--- src/rtl/dwu_pkg.sv ---
// Purpose: Shared constants and types of the dual watchdog unit.
// Assumes: Main clock at 125 MHz; slow oscillator near 32 kHz.
// Notes: Counter widths are fixed by the carrier structs below.

package dwu_pkg;

    // ------------------------------------------------------------
    // Timing
    // ------------------------------------------------------------
    localparam int CLK_PERIOD_NS = 8;
    localparam int SLOW_OSC_FREQ_HZ = 32000;
    localparam int RST_HOLD_NS = 1000;
    // Least time, so round up
    localparam int RST_HOLD_CYC =
        (RST_HOLD_NS + CLK_PERIOD_NS - 1) / CLK_PERIOD_NS;
    localparam int RST_HOLD_W = 8;
    localparam int WW_DIV_DEF = 4096;

    // ------------------------------------------------------------
    // Widths and values
    // ------------------------------------------------------------
    localparam int IW_CNT_W = 12;
    localparam int IW_PRE_W = 8;
    localparam int WW_CNT_W = 7;
    localparam logic [11:0] IW_CNT_RST = 12'hFFF;
    localparam logic [7:0] IW_PRE_RST = 8'h00;
    localparam logic [6:0] WW_CNT_RST = 7'h7F;
    localparam logic [6:0] WW_EARLY_VAL = 7'h40;
    localparam logic [1:0] STRAP_DONE = 2'h2;

    // ------------------------------------------------------------
    // Carriers
    // ------------------------------------------------------------
    typedef struct packed {
        logic resetMode;
        logic freezeDbg;
        logic [7:0] prescLimit;
        logic [11:0] reloadVal;
    } dwu_iw_cfg_t;

    typedef struct packed {
        logic freeRun;
        logic freezeDbg;
        logic earlyIrqEn;
        logic [6:0] window;
    } dwu_ww_cfg_t;

    typedef struct packed {
        logic iw;
        logic ww;
    } dwu_cause_t;

    typedef enum logic [1:0] {
        IW_OFF = 2'b01,
        IW_RUN = 2'b10
    } dwu_iw_state_t;

endpackage : dwu_pkg

--- src/rtl/dwu_dual_watchdog_unit.sv ---
// Purpose: Independent watchdog on the slow oscillator plus window
//          watchdog on the main clock, with a shared reset request.
// Assumes: Slow oscillator is far slower than clk_sys.
// Notes: All control bits are plain ports; no register bus.

`timescale 1ns/1ns
`default_nettype none

// How it works
// - Independent watchdog: 12-bit down-counter stepped by 8-bit prescaler.
// - It steps on the slow oscillator and ignores the low-power input.
// - Expiry always reloads; it resets in reset mode, else pulses a timeout.
// - A strap read after reset release picks hardware or software start.
// - Independent counter holds during debug halt with its freeze bit set.
// - Window watchdog: 7-bit down-counter on clk_sys that can run freely.
// - Started and not free-running, window watchdog resets on a step past 0x40 or on an early reload.
// - It raises an early-warning interrupt when the counter reaches 0x40.
// - The window counter holds while debug halt and its freeze bit are high.
module dwu_dual_watchdog_unit
    import dwu_pkg::*;
#(
    parameter int WW_DIV = WW_DIV_DEF
) (
    // Clock and reset
    input wire logic clk_sys,
    input wire logic reset_n,
    // Pins and system state
    input wire logic lowSpeedOscClk,
    input wire logic optHwStart,
    input wire logic debugHalt,
    input wire logic lowPowerMode,
    // Independent watchdog control
    input wire dwu_iw_cfg_t iwCfg,
    input wire logic iwStart,
    input wire logic iwReload,
    // Window watchdog control
    input wire dwu_ww_cfg_t wwCfg,
    input wire logic wwStart,
    input wire logic wwWrite,
    input wire logic [6:0] wwWriteVal,
    input wire logic wwIrqClear,
    input wire logic causeClear,
    // Status and results
    output logic [11:0] iwCount,
    output logic iwRunning,
    output logic iwTimeout,
    output logic [6:0] wwCount,
    output logic wwEarlyIrq,
    output logic sysReset,
    output var dwu_cause_t resetCause
);

    localparam int DIV_W = $clog2(WW_DIV);
    localparam logic [DIV_W-1:0] DIV_LAST = DIV_W'(WW_DIV - 1);

    // ------------------------------------------------------------
    // Synchronisers and strap capture
    // ------------------------------------------------------------
    logic oscMeta_reg, oscSync_reg, oscLast_reg;
    logic strapMeta_reg, strapSync_reg;
    logic [1:0] strapCnt_reg, strapCnt_next;
    logic oscRise;

    always_comb begin
        strapCnt_next = strapCnt_reg;
        if (strapCnt_reg != STRAP_DONE + 2'h1) begin
            strapCnt_next = strapCnt_reg + 2'h1;
        end
    end

    always_ff @(posedge clk_sys or negedge reset_n) begin
        if (!reset_n) begin
            oscMeta_reg <= 1'b0;
            oscSync_reg <= 1'b0;
            oscLast_reg <= 1'b0;
            strapMeta_reg <= 1'b0;
            strapSync_reg <= 1'b0;
            strapCnt_reg <= 2'h0;
        end else begin
            oscMeta_reg <= lowSpeedOscClk;
            oscSync_reg <= oscMeta_reg;
            oscLast_reg <= oscSync_reg;
            strapMeta_reg <= optHwStart;
            strapSync_reg <= strapMeta_reg;
            strapCnt_reg <= strapCnt_next;
        end
    end

    assign oscRise = oscSync_reg & ~oscLast_reg;

    // ------------------------------------------------------------
    // Independent watchdog
    // ------------------------------------------------------------
    dwu_iw_state_t iwState_reg, iwState_next;
    logic [11:0] iwCnt_reg, iwCnt_next;
    logic [7:0] iwPre_reg, iwPre_next;
    logic iwTimeout_reg, iwTimeout_next;
    logic iwFire;
    logic iwGo;
    logic iwFreeze;

    // Strap read once, two edges after reset release, when the synchroniser has just settled
    assign iwGo = iwStart
        | (strapCnt_reg == STRAP_DONE && strapSync_reg);
    assign iwFreeze = iwCfg.freezeDbg & debugHalt;

    always_comb begin
        iwState_next = iwState_reg;
        iwCnt_next = iwCnt_reg;
        iwPre_next = iwPre_reg;
        iwTimeout_next = 1'b0;
        iwFire = 1'b0;
        case (iwState_reg)
            IW_OFF: begin
                if (iwGo) begin
                    iwState_next = IW_RUN;
                    iwCnt_next = iwCfg.reloadVal;
                    iwPre_next = IW_PRE_RST;
                end
            end
            IW_RUN: begin
                // Once started only a power-on reset stops it
                if (iwReload) begin
                    iwCnt_next = iwCfg.reloadVal;
                    iwPre_next = IW_PRE_RST;
                end else if (oscRise && !iwFreeze) begin
                    if (iwPre_reg == iwCfg.prescLimit) begin
                        iwPre_next = IW_PRE_RST;
                        if (iwCnt_reg == 12'h000) begin
                            iwCnt_next = iwCfg.reloadVal;
                            iwTimeout_next = ~iwCfg.resetMode;
                            iwFire = iwCfg.resetMode;
                        end else begin
                            iwCnt_next = iwCnt_reg - 12'h001;
                        end
                    end else begin
                        iwPre_next = iwPre_reg + 8'h01;
                    end
                end
            end
            default: begin
                iwState_next = IW_OFF;
            end
        endcase
    end

    always_ff @(posedge clk_sys or negedge reset_n) begin
        if (!reset_n) begin
            iwState_reg <= IW_OFF;
            iwCnt_reg <= IW_CNT_RST;
            iwPre_reg <= IW_PRE_RST;
            iwTimeout_reg <= 1'b0;
        end else begin
            iwState_reg <= iwState_next;
            iwCnt_reg <= iwCnt_next;
            iwPre_reg <= iwPre_next;
            iwTimeout_reg <= iwTimeout_next;
        end
    end

    // ------------------------------------------------------------
    // Window watchdog
    // ------------------------------------------------------------
    logic wwEn_reg, wwEn_next;
    logic [6:0] wwCnt_reg, wwCnt_next;
    logic [DIV_W-1:0] wwDiv_reg, wwDiv_next;
    logic wwEarly_reg, wwEarly_next;
    logic wwIrq_reg, wwIrq_next;
    logic wwRun, wwTick, wwGuard, wwFire;

    // Main clock is gated in low power, so the window counter waits
    assign wwRun = (wwEn_reg | wwCfg.freeRun) & ~lowPowerMode
        & ~(wwCfg.freezeDbg & debugHalt);
    assign wwTick = wwRun && wwDiv_reg == DIV_LAST;
    assign wwGuard = wwEn_reg & ~wwCfg.freeRun;
    assign wwFire = wwGuard & ~wwWrite & wwTick
            & (wwCnt_reg == WW_EARLY_VAL)
        | wwGuard & wwWrite & (wwCnt_reg > wwCfg.window);

    always_comb begin
        wwEn_next = wwEn_reg;
        wwCnt_next = wwCnt_reg;
        wwDiv_next = wwDiv_reg;
        wwEarly_next = wwEarly_reg;
        if (wwStart) begin
            wwEn_next = 1'b1;
        end
        if (wwWrite) begin
            wwCnt_next = wwWriteVal;
            wwDiv_next = '0;
        end else if (wwRun) begin
            wwDiv_next = wwTick ? '0 : wwDiv_reg + DIV_W'(1);
            if (wwTick) begin
                wwCnt_next = wwCnt_reg - 7'h01;
            end
        end
        // Set wins over a clear in the same cycle
        if (wwIrqClear) begin
            wwEarly_next = 1'b0;
        end
        if (wwTick && !wwWrite && wwCnt_reg == WW_EARLY_VAL + 7'h01) begin
            wwEarly_next = 1'b1;
        end
        if (wwFire || iwFire) begin
            wwEn_next = 1'b0;
        end
        wwIrq_next = wwEarly_next & wwCfg.earlyIrqEn;
    end

    always_ff @(posedge clk_sys or negedge reset_n) begin
        if (!reset_n) begin
            wwEn_reg <= 1'b0;
            wwCnt_reg <= WW_CNT_RST;
            wwDiv_reg <= '0;
            wwEarly_reg <= 1'b0;
            wwIrq_reg <= 1'b0;
        end else begin
            wwEn_reg <= wwEn_next;
            wwCnt_reg <= wwCnt_next;
            wwDiv_reg <= wwDiv_next;
            wwEarly_reg <= wwEarly_next;
            wwIrq_reg <= wwIrq_next;
        end
    end

    // ------------------------------------------------------------
    // Reset request and cause
    // ------------------------------------------------------------
    logic [RST_HOLD_W-1:0] rstHold_reg, rstHold_next;
    logic sysReset_reg, sysReset_next;
    dwu_cause_t cause_reg, cause_next;

    always_comb begin
        rstHold_next = rstHold_reg;
        cause_next = cause_reg;
        if (iwFire || wwFire) begin
            rstHold_next = RST_HOLD_W'(RST_HOLD_CYC);
        end else if (rstHold_reg != '0) begin
            rstHold_next = rstHold_reg - RST_HOLD_W'(1);
        end
        if (causeClear) begin
            cause_next = '0;
        end
        // A new cause beats a clear arriving together
        if (iwFire) begin
            cause_next.iw = 1'b1;
        end
        if (wwFire) begin
            cause_next.ww = 1'b1;
        end
        sysReset_next = rstHold_next != '0;
    end

    always_ff @(posedge clk_sys or negedge reset_n) begin
        if (!reset_n) begin
            rstHold_reg <= '0;
            sysReset_reg <= 1'b0;
            cause_reg <= '0;
        end else begin
            rstHold_reg <= rstHold_next;
            sysReset_reg <= sysReset_next;
            cause_reg <= cause_next;
        end
    end

    // ------------------------------------------------------------
    // Outputs
    // ------------------------------------------------------------
    assign iwCount = iwCnt_reg;
    assign iwRunning = iwState_reg[1];
    assign iwTimeout = iwTimeout_reg;
    assign wwCount = wwCnt_reg;
    assign wwEarlyIrq = wwIrq_reg;
    assign sysReset = sysReset_reg;
    assign resetCause = cause_reg;

endmodule : dwu_dual_watchdog_unit

`default_nettype wire

--- config.mk ---
export PLATFORM = sky130hd
export DESIGN_NAME = dwu_dual_watchdog_unit
export DESIGN_NICKNAME = d
export VERILOG_FILES = /design/src/rtl/dwu_pkg.sv /design/src/rtl/dwu_dual_watchdog_unit.sv
export SDC_FILE = /design/constraint.sdc
export NUM_CORES = 1
export LEC_CHECK = 0
export ABC_AREA = 1
export BUFFER_PORTS_ARGS = -buffer_cell sky130_fd_sc_hd__buf_4
export CAP_MARGIN = 20
export CORE_MARGIN = 3
export CORE_UTILIZATION = 25
export CTS_CLUSTER_SIZE = 30
export DETAILED_ROUTE_END_ITERATION = 7
export SYNTH_ARGS = -nofsm -noshare
export SYNTH_HDL_FRONTEND = slang
export SYNTH_SLANG_ARGS = --single-unit
--- constraint.sdc ---
create_clock -name clk_sys -period 3.56 [get_ports clk_sys]
set_input_delay 0.89 -clock clk_sys [delete_from_list [all_inputs] [get_ports clk_sys]]
set_output_delay 0.89 -clock clk_sys [all_outputs]
set_load 0.1 [all_outputs]
==> metrics.txt <==
WP data required about 3.8 ns; Placed Cells approximately 810; Final WS setup 1.33 ns; DRC viols 0; Syn Nets approximately 600; initial drt markers between 150 and 200; Tmin final 2.23 ns; Crit Path Max Fanout 23; VDD IR max between 0.0002 and 0.00025 V; area growth from synthesis to layout 27.3%; vias in the first global route 3440; #FFs+latches synth 63; CP Launch Type register; Rows 45; post-cts gate resize count 0; Via Count 3490; Pleak 2.47 nW; share of total power in combinational logic 0.336; largest net degree at the start of global routing between 60 and 70; Die Span Y ~130 um; post-synth top area share 0.273; worst hold path type register to register; Final setup viols 0; Pre-antenna DRT Iters 4; Worst-Margin Slew between 0.8 and 0.9 ns; met2 wire len between 4000 and 5000 um; Total Die Area roughly 17000 sq um; arrival time at the worst endpoint around 2.5 ns; Syn Area/Cell roughly 7.4 sq um; Reg clk slew, reported paths 0.06 ns; I/O pins 76; total number of H-tree levels 3; Ys Warns 0; Final Hold Vio Count 0; cts hold-fix bufs 0; PortBufs 75; Clock Path Buffers 2; worst r2r src iwCount[0]$_DFFE_PN1P_; outcome finished clean; Reg power frac 0.343; RSZ-0062 raised after global routing false; fmax 0.449 GHz; top_reg_cell synth dfrtp_1; Worst Setup End Kind register; dpl ws about 1.1 ns; CTS buffer count 9; Cell Pwr Density about 560 nW/um^2; Post-CTS Setup Repair Bufs 0; TNS Setup 0 ns; Die Span X about 130 um; Synth Cell Area approximately 3900 sq um; max_slew headroom 0.427; clock skew 0.00790 ns; start point of the worst hold path strapMeta_reg$_DFF_PN0_; top sig layer met4; clock group share of total power 0.322; TritonCTS Sinks 63; DRT antenna net count 0; first-pass GRT wire length between 15000 and 20000 um; clk root buf clkbuf_16; Worst Setup SP iwCount[0]$_DFFE_PN1P_; clock latency on the worst-skew pair around 0.33 ns; nets around 680; Final period util 0.626; post-synth top area cell dfrtp_1; met1 WL 4690 um; Core ar. ~15000 sq um; critical path type register to register; ys async rst share 1.00; sequential element share of the synthesized area 0.406; total of max-cap violations 0; metal3 WL between 400 and 500 um; Synth Instances 530; GP Congestion 0.820; layout cells sized above 1 0.231; DR WL/cell between 10 and 15 um; antenna cells 0; Cell Int Power between 1.5 and 2 mW; total gr overflow 0; total wire length 9540 um; Final Max Slew Viols 0; EDFF count, synth 0; sw power approximately 1.1 mW; Vias/cell 4.23; count leader, synth nand2_1; Synth top cells by count nand2_1 (150), nor2_1 (63), inv_1 (62); Global Route Usage Sum 0.115; initial antenna violation count 0; initial cell density of the core 0.258; top cells by area, synth dfrtp_1 (27%), nand2_1 (14%), dfstp_2 (13%); Net Sw Frac 0.384; Cell Count, Final, Fillers Out 825; DP HPWL about 7300 um; library cells used by synthesis 40; CTS tree yes
power by group through the flow:
stage	clock [mW]	sequential [mW]	combinational [mW]
floorplan	0	1.26	0.422
global placement	0	0.971	0.940
detailed placement	0	0.970	0.941
CTS	0.924	0.960	0.947
global route	0.966	0.978	1.04
finish	0.901	0.960	0.941
cell families (layout without fill, tap and decap cells):
group,Yosys count,after routing,synth area share
AOI/OAI and AO/OA,61,61,0.0895
xor gates and xnor gates,18,18,0.0400
adders and majority gates,18,18,0.0571
buffers and inverters,80,164,0.0857
DFF,63,63,0.406
and+or+nand+nor,290,290,0.322
critical path, cell delays in order (launching register included):
cell	delay (ns)
dfstp_2	0.37
inv_1	0.12
ha_1	0.17
inv_1	0.05
nor2_1	0.08
nand3b_1	0.12
o21ai_2	0.69
inv_2	0.18
or2_0	0.26
nand3_2	0.07
nand2_1	0.04
path summary, 6_finish.rpt:
path | endpoint | slack, ns | cells after the start
min reg2reg | strapSync_reg$_DFF_PN0_ | 0.34 | 0
max | iwCount[11]$_DFFE_PN1P_ | 1.33 | 10
min | strapSync_reg$_DFF_PN0_ | 0.34 | 0
min in group asynchronous | sysReset$_DFF_PN0_ | 0.64 | 1
max in group asynchronous | iwState_reg[1]$_DFFE_PN0P_ | 2.37 | 1
max reg2reg | iwCount[11]$_DFFE_PN1P_ | 1.33 | 10
per-layer routing:
layer  track usage  vias up
li1              -     1840
met1         0.155     1555
met2         0.179       87
met3        0.0329        8
met4        0.0309        0
met5             0        -
layout make-up:
cell class,instances,area [sq um]
fill,1652,10300
sequential,63,1600
inverter,73,279
tap,211,264
timing repair buffer,75,563
clock inverter,3,40.0
clock buffer,13,270
multi-input combinational,387,2000
per-stage QoR:
step | utilization | power [mW] | hold WS [ns] | area, sq um
final | 0.328 | 2.80 | 0.344 | 5020
after global routing | 0.328 | 2.99 | 0.365 | 5020
after CTS | 0.328 | 2.83 | 0.348 | 5020
after detailed placement | 0.308 | 1.91 | 0.336 | 4710
after global placement | 0.308 | 1.91 | 0.333 | 4710
after floorplan | - | 1.68 | 0.331 | 3940
cell usage in the layout (no fill, tap or decap), drive strengths merged:
cell type,count
nor2,71
buf,75
ha,18
a21oi,15
nand4,6
o31ai,2
xor2,12
a31oi,1
nand3b,4
nand3,34
inv,72
nor3,15
or2,5
a21boi,1
dfstp,20
dfrtp,43
a22oi,1
nor4,1
o211ai,4
o22ai,1
and3,1
a21o,1
nand2,153
clkbuf,13
xnor2,6
o21ai,35
clkinv,3
bufinv,1
No activity file was read; power rests on OpenSTA's default activity.
